$ cat src/hw/logic_cell_defs.vh
// Functional notes
// RULE1: enable clear forces every cell output low; code clears cell_out and pin_out only, pin_oe_n still follows pin enable
// RULE2: rise enable pulses interrupt on output rising
// RULE3: fall enable pulses interrupt on output falling
// RULE4: pin driven only while pin enable set
// RULE5: status bit reads current cell output level
// RULE6: output invert bit flips final cell output
// RULE7: modes 000/001/010 are AND-OR, OR-XOR, AND4
// RULE8: 011 SR latch, 100 D flop with S/R
// RULE9: 101 two-input D flop with reset
// RULE10: 110 JK flop with reset
// RULE11: 111 transparent latch with set and reset
// RULE12: per-gate invert bits, bit3..0 gates 4..1
// RULE13: source 4 selection table
// RULE14: source 3 selection table
// RULE15: source 2 selection table
// RULE16: source 1 selection table
// RULE17: true enable admits plain source into gate
// RULE18: negated enable admits inverted source into gate
// RULE19: low gate register holds gates 1 and 2
// RULE20: high gate register holds gates 3 and 4
// RULE21: gate is OR of enabled terms, else zero
// RULE22: sequential modes use fixed gate role mapping
`ifndef LOGIC_CELL_DEFS_VH
`define LOGIC_CELL_DEFS_VH

// register indices; byte address is four times the index
`define IDX_W          11
`define IDX_CON_LOW    11'h470
`define IDX_CON_HIGH   11'h472
`define IDX_IN_SEL     11'h474
`define IDX_GATE_LOW   11'h478
`define IDX_GATE_HIGH  11'h47A

// bus geometry
`define ADR_W          13
`define DAT_W          32
`define REG_W          16
`define ZERO_REG       16'h0000
`define ZERO_PAD       16'h0000

// control low fields
`define BIT_ENABLE     15
`define BIT_RISE_IRQ   11
`define BIT_FALL_IRQ   10
`define BIT_PIN_OE     7
`define BIT_STATUS     6
`define BIT_OUT_INV    5
`define MODE_HI        2
`define MODE_LO        0

// control high field
`define GINV_HI        3
`define GINV_LO        0

// input select fields
`define S4_HI          14
`define S4_LO          12
`define S3_HI          10
`define S3_LO          8
`define S2_HI          6
`define S2_LO          4
`define S1_HI          2
`define S1_LO          0

// mode codes
`define MODE_AND_OR    3'h0
`define MODE_OR_XOR    3'h1
`define MODE_AND4      3'h2
`define MODE_SR_LATCH  3'h3
`define MODE_DFF_SR    3'h4
`define MODE_DFF2_R    3'h5
`define MODE_JK_R      3'h6
`define MODE_LATCH_SR  3'h7

`endif

$ cat src/hw/logic_cell_gates.v
`timescale 1ns/100ps
`default_nettype none
// four gates fed by true and negated source terms
module logic_cell_gates #(
    parameter NGATE = 4,
    parameter NSRC  = 4
) (
    // selected data sources
    input  wire [NSRC-1:0]        src,
    // enable bits, one byte per gate
    input  wire [2*NSRC*NGATE-1:0] en,
    // per-gate inversion
    input  wire [NGATE-1:0]       inv,
    // gate results after inversion
    output wire [NGATE-1:0]       gate
);

    genvar gi;
    genvar si;
    generate
        for (gi = 0; gi < NGATE; gi = gi + 1) begin : g_gate
            wire [NSRC-1:0] term_t;   // plain terms
            wire [NSRC-1:0] term_n;   // inverted terms
            for (si = 0; si < NSRC; si = si + 1) begin : g_src
                // odd bit admits plain source [RULE17]
                assign term_t[si] = en[gi*2*NSRC + 2*si + 1] & src[si];
                // even bit admits inverted source [RULE18]
                assign term_n[si] = en[gi*2*NSRC + 2*si] & ~src[si];
            end
            // or of enabled terms, zero when none set [RULE21]
            // then per-gate inversion [RULE12]
            assign gate[gi] = (|term_t | |term_n) ^ inv[gi];
        end
    endgenerate

endmodule // logic_cell_gates
`default_nettype wire

$ cat src/hw/logic_cell.v
// The Wishbone interface to the registers was chosen for this implementation.
`timescale 1ns/100ps
`default_nettype none
`include "logic_cell_defs.vh"
// configurable logic cell, second instance, wishbone slave
module logic_cell (
    // clock and reset
    input  wire                core_clk,
    input  wire                nrst,
    // wishbone classic slave
    input  wire                wb_cyc_i,
    input  wire                wb_stb_i,
    input  wire                wb_we_i,
    input  wire [`ADR_W-1:0]   wb_adr_i,
    input  wire [3:0]          wb_sel_i,
    input  wire [`DAT_W-1:0]   wb_dat_i,
    output reg  [`DAT_W-1:0]   wb_dat_o,
    output reg                 wb_ack_o,
    // source 1 candidates
    input  wire                cell_input_pin_a,
    input  wire                peripheral_clock,
    input  wire                secondary_oscillator,
    input  wire                low_power_rc_clock,
    input  wire                reference_clock_out,
    input  wire                timer2_match,
    input  wire                timer3_match,
    // source 2 candidates
    input  wire                cell_input_pin_b,
    input  wire                cell1_output,
    input  wire                comparator1_output,
    input  wire                uart2_transmit,
    input  wire                adc_done,
    input  wire                dma0_irq,
    // source 3 candidates
    input  wire                cell_input_pin_c,
    input  wire                comparator2_output,
    input  wire                serial2_data_out,
    input  wire                uart2_receive,
    input  wire                dma1_irq,
    // source 4 candidates
    input  wire                cell_input_pin_d,
    input  wire                comparator3_output,
    input  wire                serial2_data_in,
    // compare module outputs
    input  wire                compare1_output,
    input  wire                compare2_output,
    input  wire                compare3_output,
    // cell result and pin
    output reg                 cell_out,
    output reg                 pin_out,
    output reg                 pin_oe_n,
    // cell interrupt pulse
    output reg                 cell_irq
);

    // software registers
    reg                enable_q;       // cell enable
    reg                rise_irq_q;     // rising edge interrupt enable
    reg                fall_irq_q;     // falling edge interrupt enable
    reg                pin_oe_q;       // pin output enable
    reg                out_inv_q;      // final output inversion
    reg  [2:0]         mode_q;         // logic function
    reg  [3:0]         gate_inv_q;     // per-gate inversion
    reg  [`REG_W-1:0]  in_sel_q;       // source selects
    reg  [`REG_W-1:0]  gate_lo_q;      // gates 1 and 2 enables
    reg  [`REG_W-1:0]  gate_hi_q;      // gates 3 and 4 enables

    // cell state
    reg                state_q;        // flop or latch storage
    reg                state_d;
    reg                gclk_q;         // gate 1 last value
    reg                cell_out_d;

    // bus decode
    wire [`IDX_W-1:0]  idx;
    wire               req;
    wire               wr;
    wire               hit_cl;
    wire               hit_ch;
    wire               hit_sel;
    wire               hit_gl;
    wire               hit_gh;
    reg  [`REG_W-1:0]  rd_word;

    // source mux
    wire [7:0]         cand1;
    wire [7:0]         cand2;
    wire [7:0]         cand3;
    wire [7:0]         cand4;
    wire [3:0]         src;
    wire [3:0]         gate;

    // gate roles for sequential modes
    wire               g_clk;
    wire               g_d;
    wire               g_r;
    wire               g_s;
    wire               clk_rise;
    reg                comb_val;
    reg                raw;

    // address index and request qualification
    assign idx     = wb_adr_i[`ADR_W-1:2];
    assign req     = wb_cyc_i & wb_stb_i & ~wb_ack_o;
    assign wr      = req & wb_we_i;
    assign hit_cl  = (idx == `IDX_CON_LOW);
    assign hit_ch  = (idx == `IDX_CON_HIGH);
    assign hit_sel = (idx == `IDX_IN_SEL);
    assign hit_gl  = (idx == `IDX_GATE_LOW);
    assign hit_gh  = (idx == `IDX_GATE_HIGH);

    // candidate vectors, index is the select code
    // unimplemented codes read as zero
    assign cand1 = {timer3_match, timer2_match, 1'b0, reference_clock_out,
                    low_power_rc_clock, secondary_oscillator,
                    peripheral_clock, cell_input_pin_a};          // [RULE16]
    assign cand2 = {compare2_output, compare1_output, dma0_irq, adc_done,
                    uart2_transmit, comparator1_output,
                    cell1_output, cell_input_pin_b};              // [RULE15]
    // code 001 of source 3 is this cell's own output
    assign cand3 = {compare3_output, compare2_output, dma1_irq,
                    uart2_receive, serial2_data_out,
                    comparator2_output, cell_out,
                    cell_input_pin_c};                            // [RULE14]
    assign cand4 = {compare3_output, compare1_output, 1'b0, 1'b0,
                    serial2_data_in, comparator3_output,
                    cell1_output, cell_input_pin_d};              // [RULE13]

    // mux out the four sources
    assign src[0] = cand1[in_sel_q[`S1_HI:`S1_LO]];
    assign src[1] = cand2[in_sel_q[`S2_HI:`S2_LO]];
    assign src[2] = cand3[in_sel_q[`S3_HI:`S3_LO]];
    assign src[3] = cand4[in_sel_q[`S4_HI:`S4_LO]];

    // gate network; low register feeds gates 1,2, high feeds 3,4
    logic_cell_gates #(
        .NGATE (4),
        .NSRC  (4)
    ) u_gates (
        .src   (src),
        .en    ({gate_hi_q, gate_lo_q}),                         // [RULE19] [RULE20]
        .inv   (gate_inv_q),
        .gate  (gate)
    );

    // fixed roles: gate1 clock/enable, gate2 data, gate3 reset, gate4 set
    assign g_clk    = gate[0];                                    // [RULE22]
    assign g_d      = gate[1];
    assign g_r      = gate[2];
    assign g_s      = gate[3];
    // clock edge seen through the sampled gate, inputs are synchronous
    assign clk_rise = g_clk & ~gclk_q;

    // combinational functions
    always @* begin
        case (mode_q)
            `MODE_AND_OR: begin
                comb_val = (gate[0] & gate[1]) | (gate[2] & gate[3]); // [RULE7]
            end
            `MODE_OR_XOR: begin
                comb_val = (gate[0] | gate[1]) ^ (gate[2] | gate[3]); // [RULE7]
            end
            `MODE_AND4: begin
                comb_val = &gate;                                 // [RULE7]
            end
            default: begin
                comb_val = 1'b0;
            end
        endcase
    end

    // sequential functions; reset always wins over set
    always @* begin
        state_d = state_q;
        case (mode_q)
            `MODE_SR_LATCH: begin
                // set from gates 1|2, reset from gates 3|4
                if (gate[2] | gate[3]) begin
                    state_d = 1'b0;                               // [RULE8]
                end else if (gate[0] | gate[1]) begin
                    state_d = 1'b1;
                end
            end
            `MODE_DFF_SR: begin
                if (g_r) begin
                    state_d = 1'b0;                               // [RULE8]
                end else if (g_s) begin
                    state_d = 1'b1;
                end else if (clk_rise) begin
                    state_d = g_d;
                end
            end
            `MODE_DFF2_R: begin
                // two data gates anded, gate 4 is second data
                if (g_r) begin
                    state_d = 1'b0;                               // [RULE9]
                end else if (clk_rise) begin
                    state_d = g_d & g_s;
                end
            end
            `MODE_JK_R: begin
                // gate 2 is j, gate 4 is k
                if (g_r) begin
                    state_d = 1'b0;                               // [RULE10]
                end else if (clk_rise) begin
                    case ({g_d, g_s})
                        2'h2: state_d = 1'b1;
                        2'h1: state_d = 1'b0;
                        2'h3: state_d = ~state_q;
                        default: state_d = state_q;
                    endcase
                end
            end
            `MODE_LATCH_SR: begin
                // transparent while gate 1 is high
                if (g_r) begin
                    state_d = 1'b0;                               // [RULE11]
                end else if (g_s) begin
                    state_d = 1'b1;
                end else if (g_clk) begin
                    state_d = g_d;
                end
            end
            default: begin
                state_d = 1'b0;
            end
        endcase
        // disabled cell holds no state
        if (!enable_q) begin
            state_d = 1'b0;
        end
    end

    // final output: function result, inverted, gated by enable
    always @* begin
        if (mode_q == `MODE_AND_OR || mode_q == `MODE_OR_XOR ||
            mode_q == `MODE_AND4) begin
            raw = comb_val;
        end else begin
            raw = state_d;
        end
        cell_out_d = enable_q & (raw ^ out_inv_q);                // [RULE1] [RULE6]
    end

    // cell state, output and edge interrupt
    always @(posedge core_clk or negedge nrst) begin
        if (!nrst) begin
            state_q  <= 1'b0;
            gclk_q   <= 1'b0;
            cell_out <= 1'b0;
            pin_out  <= 1'b0;
            pin_oe_n <= 1'b1;
            cell_irq <= 1'b0;
        end else begin
            state_q  <= state_d;
            gclk_q   <= g_clk;
            cell_out <= cell_out_d;
            // pin only driven while pin enable set, oe is active low
            pin_out  <= pin_oe_q & cell_out_d;                    // [RULE4]
            pin_oe_n <= ~pin_oe_q;                                // [RULE4]
            // one-cycle pulse per qualifying edge
            cell_irq <= (rise_irq_q & cell_out_d & ~cell_out) |   // [RULE2]
                        (fall_irq_q & ~cell_out_d & cell_out);    // [RULE3]
        end
    end

    // readback mux; unmapped indices read zero
    always @* begin
        rd_word = `ZERO_REG;
        if (hit_cl) begin
            rd_word[`BIT_ENABLE]          = enable_q;
            rd_word[`BIT_RISE_IRQ]        = rise_irq_q;
            rd_word[`BIT_FALL_IRQ]        = fall_irq_q;
            rd_word[`BIT_PIN_OE]          = pin_oe_q;
            rd_word[`BIT_STATUS]          = cell_out;             // [RULE5]
            rd_word[`BIT_OUT_INV]         = out_inv_q;
            rd_word[`MODE_HI:`MODE_LO]    = mode_q;
        end else if (hit_ch) begin
            rd_word[`GINV_HI:`GINV_LO]    = gate_inv_q;
        end else if (hit_sel) begin
            rd_word[`S4_HI:`S4_LO]        = in_sel_q[`S4_HI:`S4_LO];
            rd_word[`S3_HI:`S3_LO]        = in_sel_q[`S3_HI:`S3_LO];
            rd_word[`S2_HI:`S2_LO]        = in_sel_q[`S2_HI:`S2_LO];
            rd_word[`S1_HI:`S1_LO]        = in_sel_q[`S1_HI:`S1_LO];
        end else if (hit_gl) begin
            rd_word = gate_lo_q;
        end else if (hit_gh) begin
            rd_word = gate_hi_q;
        end
    end

    // wishbone answer: ack one cycle after request, dropped next cycle
    always @(posedge core_clk or negedge nrst) begin
        if (!nrst) begin
            wb_ack_o <= 1'b0;
            wb_dat_o <= {`ZERO_PAD, `ZERO_REG};
        end else begin
            wb_ack_o <= req;
            if (req) begin
                wb_dat_o <= {`ZERO_PAD, rd_word};
            end
        end
    end

    // register writes, byte lanes honoured; status bit is read only
    always @(posedge core_clk or negedge nrst) begin
        if (!nrst) begin
            enable_q   <= 1'b0;
            rise_irq_q <= 1'b0;
            fall_irq_q <= 1'b0;
            pin_oe_q   <= 1'b0;
            out_inv_q  <= 1'b0;
            mode_q     <= `MODE_AND_OR;
            gate_inv_q <= 4'h0;
            in_sel_q   <= `ZERO_REG;
            gate_lo_q  <= `ZERO_REG;
            gate_hi_q  <= `ZERO_REG;
        end else if (wr) begin
            if (hit_cl && wb_sel_i[1]) begin
                enable_q   <= wb_dat_i[`BIT_ENABLE];
                rise_irq_q <= wb_dat_i[`BIT_RISE_IRQ];
                fall_irq_q <= wb_dat_i[`BIT_FALL_IRQ];
            end
            if (hit_cl && wb_sel_i[0]) begin
                pin_oe_q   <= wb_dat_i[`BIT_PIN_OE];
                out_inv_q  <= wb_dat_i[`BIT_OUT_INV];
                mode_q     <= wb_dat_i[`MODE_HI:`MODE_LO];
            end
            if (hit_ch && wb_sel_i[0]) begin
                gate_inv_q <= wb_dat_i[`GINV_HI:`GINV_LO];
            end
            // reserved select bits stay zero
            if (hit_sel && wb_sel_i[1]) begin
                in_sel_q[`S4_HI:`S4_LO] <= wb_dat_i[`S4_HI:`S4_LO];
                in_sel_q[`S3_HI:`S3_LO] <= wb_dat_i[`S3_HI:`S3_LO];
            end
            if (hit_sel && wb_sel_i[0]) begin
                in_sel_q[`S2_HI:`S2_LO] <= wb_dat_i[`S2_HI:`S2_LO];
                in_sel_q[`S1_HI:`S1_LO] <= wb_dat_i[`S1_HI:`S1_LO];
            end
            if (hit_gl && wb_sel_i[1]) begin
                gate_lo_q[15:8] <= wb_dat_i[15:8];
            end
            if (hit_gl && wb_sel_i[0]) begin
                gate_lo_q[7:0]  <= wb_dat_i[7:0];
            end
            if (hit_gh && wb_sel_i[1]) begin
                gate_hi_q[15:8] <= wb_dat_i[15:8];
            end
            if (hit_gh && wb_sel_i[0]) begin
                gate_hi_q[7:0]  <= wb_dat_i[7:0];
            end
        end
    end

endmodule // logic_cell
`default_nettype wire

$ cat config.mk
export PLATFORM = sky130hd
export DESIGN_NAME = logic_cell
export DESIGN_NICKNAME = d
export VERILOG_FILES = /design/src/hw/logic_cell_gates.v /design/src/hw/logic_cell.v
export VERILOG_INCLUDE_DIRS = /design/src /design/src/hw
export SDC_FILE = /design/constraint.sdc
export NUM_CORES = 1
export LEC_CHECK = 0
export ABC_AREA = 0
export BUFFER_PORTS_ARGS = -buffer_cell sky130_fd_sc_hd__clkbuf_2
export CAP_MARGIN = 10
export CORE_ASPECT_RATIO = 0.5
export CORE_MARGIN = 2
export CORE_UTILIZATION = 53
export CTS_CLUSTER_DIAMETER = 40
export CTS_CLUSTER_SIZE = 20
export DETAILED_ROUTE_END_ITERATION = 6
export PLACE_DENSITY = 0.8
export SYNTH_ARGS = -nofsm -noshare
export SYNTH_HDL_FRONTEND = slang
export SYNTH_SLANG_ARGS = --single-unit
$ cat constraint.sdc
create_clock -name core_clk -period 4.5 [get_ports core_clk]
set_input_delay 0.45 -clock core_clk [delete_from_list [all_inputs] [get_ports core_clk]]
set_output_delay 0.45 -clock core_clk [all_outputs]
set_load 0.01 [all_outputs]
==> results.yml <==
layout:
  diodes: 0
  syn2layout_area_growth_pct: 17.1
  final_layout_size_suffix_gt1_share_pct: 34.1
  nets: 530
synthesis:
  postSynth.asyncResetShare_pct: 100
  synth_top_flop_cell: "dfrtp_1"
  synth_edf_count: 0
  synth_cells: 381
  muxShareOfSynthArea_pct: 22.9
  synth_top_area_share_pct: 45.9
  yosysUniqueCellTypes: 59
  ys_seq_area_share_pct: 46.5
  syn-cell-area_um2: 4250
  synthAdderAreaFrac_pct: 0.235
  yosys.area_share.simple_pct: 11.6
  synth_warnings: 0
  synth_compound_area_share_pct: 12.2
  synth_top_family_by_area: "multiplexers"
  netlist_top_cells_area: "dfrtp_1, mux2_2, mux2i_1, nand2_1, buf_4"
  ys_ff_latch: 79
  synth_top_area_cell: "dfrtp_1"
  syn_avg_cell_area_um2: 11.2
  synthXorXnorAreaFrac_pct: 0.412
detailed_routing:
  wl_mm: 10.5
  vias: 3332
  wl_per_cell_um: 18.4
  drt_pass1_iterations: 7
  avgViaCountPerCell: 5.86
  drt_iter0_markers: 319
  drc: 0
  postRouteAntennaNets: 0
timing:
  tightest_slew_ps: 996
  period_minus_slack_ps: 3670
  slew-limit-headroom_pct: 33.6
  fin_setup_tns_ps: 0
  setup_viol: 0
  rsz0062_at_grt: "false"
  drv_slew: 0
  hold_viol: 0
  fin_crit_sh_pct: 81.6
  fmax_ghz: 0.272
  clock_skew_ps: 7.02
worst_setup_path:
  start_kind: "register"
  slowest_stage: "or4_1"
  cp-end-kind: "register"
  crit_chain: "mux2_2 -> o311ai_4 -> mux2i_2 -> a31oi_2 -> or2_1 -> or4_1 -> a2111o_1 -> nand3_1 -> mux2_1 -> nand3_1"
  path_common_cell: "nand3_1"
  cp.required_ps: 4770
  worstRegToRegCells: 10
  cp_max_fo: 7
  path_class: "reg -> reg"
  arrival_ps: 3940
  max_stage_delay_ps: 480
global_routing:
  grt_pass1_wl_mm: 16.5
  gr-total-overflow: 0
  antenna_found_initial: 0
  grt_max_degree: 80
  track_usage_pct: 25.5
  grt_pass1_vias: 3273
floorplanning:
  start_util_pct: 53.9
  ios: 115
  die_area_um2: 8800
  die_h_um: 67.3
  dieWidth_um: 131
  core_um2: 7890
  rows: 23
cts:
  path_clk_slew_ps: 60
  clk_root_buffer_cell: "clkbuf_16"
  cts_tree: "done"
  cts_buffers: 9
  htreeDepth: 3
  clk_latency_ps: 340
  cts_setup_buffers: 0
  cts-resized-gates: 0
  ctsHoldBuffers: 0
  cts.sinks: 79
  cts_buffer_depth: 2
placement:
  portBuffers: 78
  dp_hpwl_mm: 7.56
  place.gp.congestion: 0.857
status:
  status: "complete, no violations"
power:
  total_power_mw: 1.66
  power_density_nw_per_um2: 334
  leakage_nw: 2.40
  power.ir.vdd_worst_v: 0.000175
hold_path:
  hold_class: "in -> async"
job:
  cap_violations: 0
[power by group]
| part | switching [mW] | leakage [nW] | total (mW) | internal [mW] |
|---|---|---|---|---|
| clock | 0.296 | 0.168 | 0.843 | 0.547 |
| sequential | 0.00361 | 1.07 | 0.719 | 0.716 |
| combinational | 0.0612 | 1.16 | 0.0991 | 0.0379 |
[worst max-delay path, delay by kind of cell (launching register included)]
family	cells	cell delay [ps]
compound gates	3	1070
flops	1	460
mux	3	1050
simple gates	4	1010
[layout by cell type (no fill, tap or decap), types with 2 or more instances in the layout]
master     count
dfrtp_1       78
clkbuf_2      77
mux2_2        52
nand2_1       37
mux2i_1       32
o21ai_0       23
conb_1        16
nor2_1        15
nand3_1       13
inv_1         12
a222oi_1       9
clkbuf_16      9
a31oi_1        5
o211a_1        4
nor2b_1        4
and4_1         3
or2_1          3
nor4_1         3
o22ai_1        3
and2_1         3
and3_1         3
nand2b_1       3
a221oi_1       3
bufinv_16      3
nor3b_1        2
mux4_2         2
o221ai_1       2
xor2_1         2
nand4b_1       2
inv_6          2
buf_4          2
[cell type report]
| type | count | area [um2] |
|---|---|---|
| sequential | 79 | 1980 |
| clock inverter | 6 | 116 |
| timing repair buffer | 79 | 400 |
| fill | 617 | 2900 |
| multi-input combinational | 271 | 2070 |
| clock buffer | 10 | 229 |
| inverter | 12 | 45.0 |
| tap | 112 | 140 |
[Yosys cell counts, drive strengths merged, types with 2 or more instances]
library cell	n
nor3b	2
or2	5
and3	3
o31ai	2
a222oi	9
mux4	2
o221ai	2
o21ai	24
a221oi	3
nand2b	3
nand3	13
nand4b	2
xor2	2
nor4	3
and4	3
mux2	53
a31oi	6
and2	3
buf	21
o22ai	3
nor2b	4
dfrtp	78
mux2i	33
nand2	37
o211a	4
nor2	15
clkbuf	13
inv	12
[through the flow]
step / hold WS, ps / instances / setup WS, ps / cell area [um2] / utilization, %
CTS: 318 / 569 / 838 / 4980 / 63.2
global placement: 431 / 553 / 878 / 4640 / 58.8
global route: 351 / 569 / 622 / 4980 / 63.2
finish: 265 / 569 / 829 / 4980 / 63.2
detailed placement: 440 / 553 / 853 / 4640 / 58.8
floorplan: 154 / 396 / 1130 / 4310 / -
[final timing paths]
path	endpoint	slack [ps]	startpoint
setup / recovery	cell_irq$_DFF_PN0_	830	in_sel_q[0]$_DFFE_PN0P_
hold / removal	gate_hi_q[8]$_DFFE_PN0P_	270	nrst
setup reg to reg	cell_irq$_DFF_PN0_	830	in_sel_q[0]$_DFFE_PN0P_
hold reg to reg	pin_oe_n$_DFF_PN1_	450	pin_oe_q$_DFFE_PN0P_
max in group asynchronous	wb_dat_o[0]$_DFFE_PN0P_	3580	nrst
min in group core_clk	in_sel_q[4]$_DFFE_PN0P_	370	wb_dat_i[4]
[kinds of logic after synthesis]
family,count (synthesis)
simple gates,98
compound gates,66
other cells,1
xor+xnor,2
buf+inv,46
fa+ha+maj,1
flops,79
mux,88
[layer usage]
layer	up-vias	wire, um	global-route usage [%]
li1	1517	-	-
met1	1637	4620	34.0
met2	155	4870	41.7
met3	23	768	5.47
met4	0	203	9.18
met5	-	0	0
[registers in the layout (all words and copies together) (netlist names), 3 cells and up]
name        flops
gate_lo_q      16
in_sel_q       12
gate_inv_q      4
gate_hi_q      16
mode_q          3
wb_dat_o       16
Note: power is estimated with default switching activity, not from simulation.
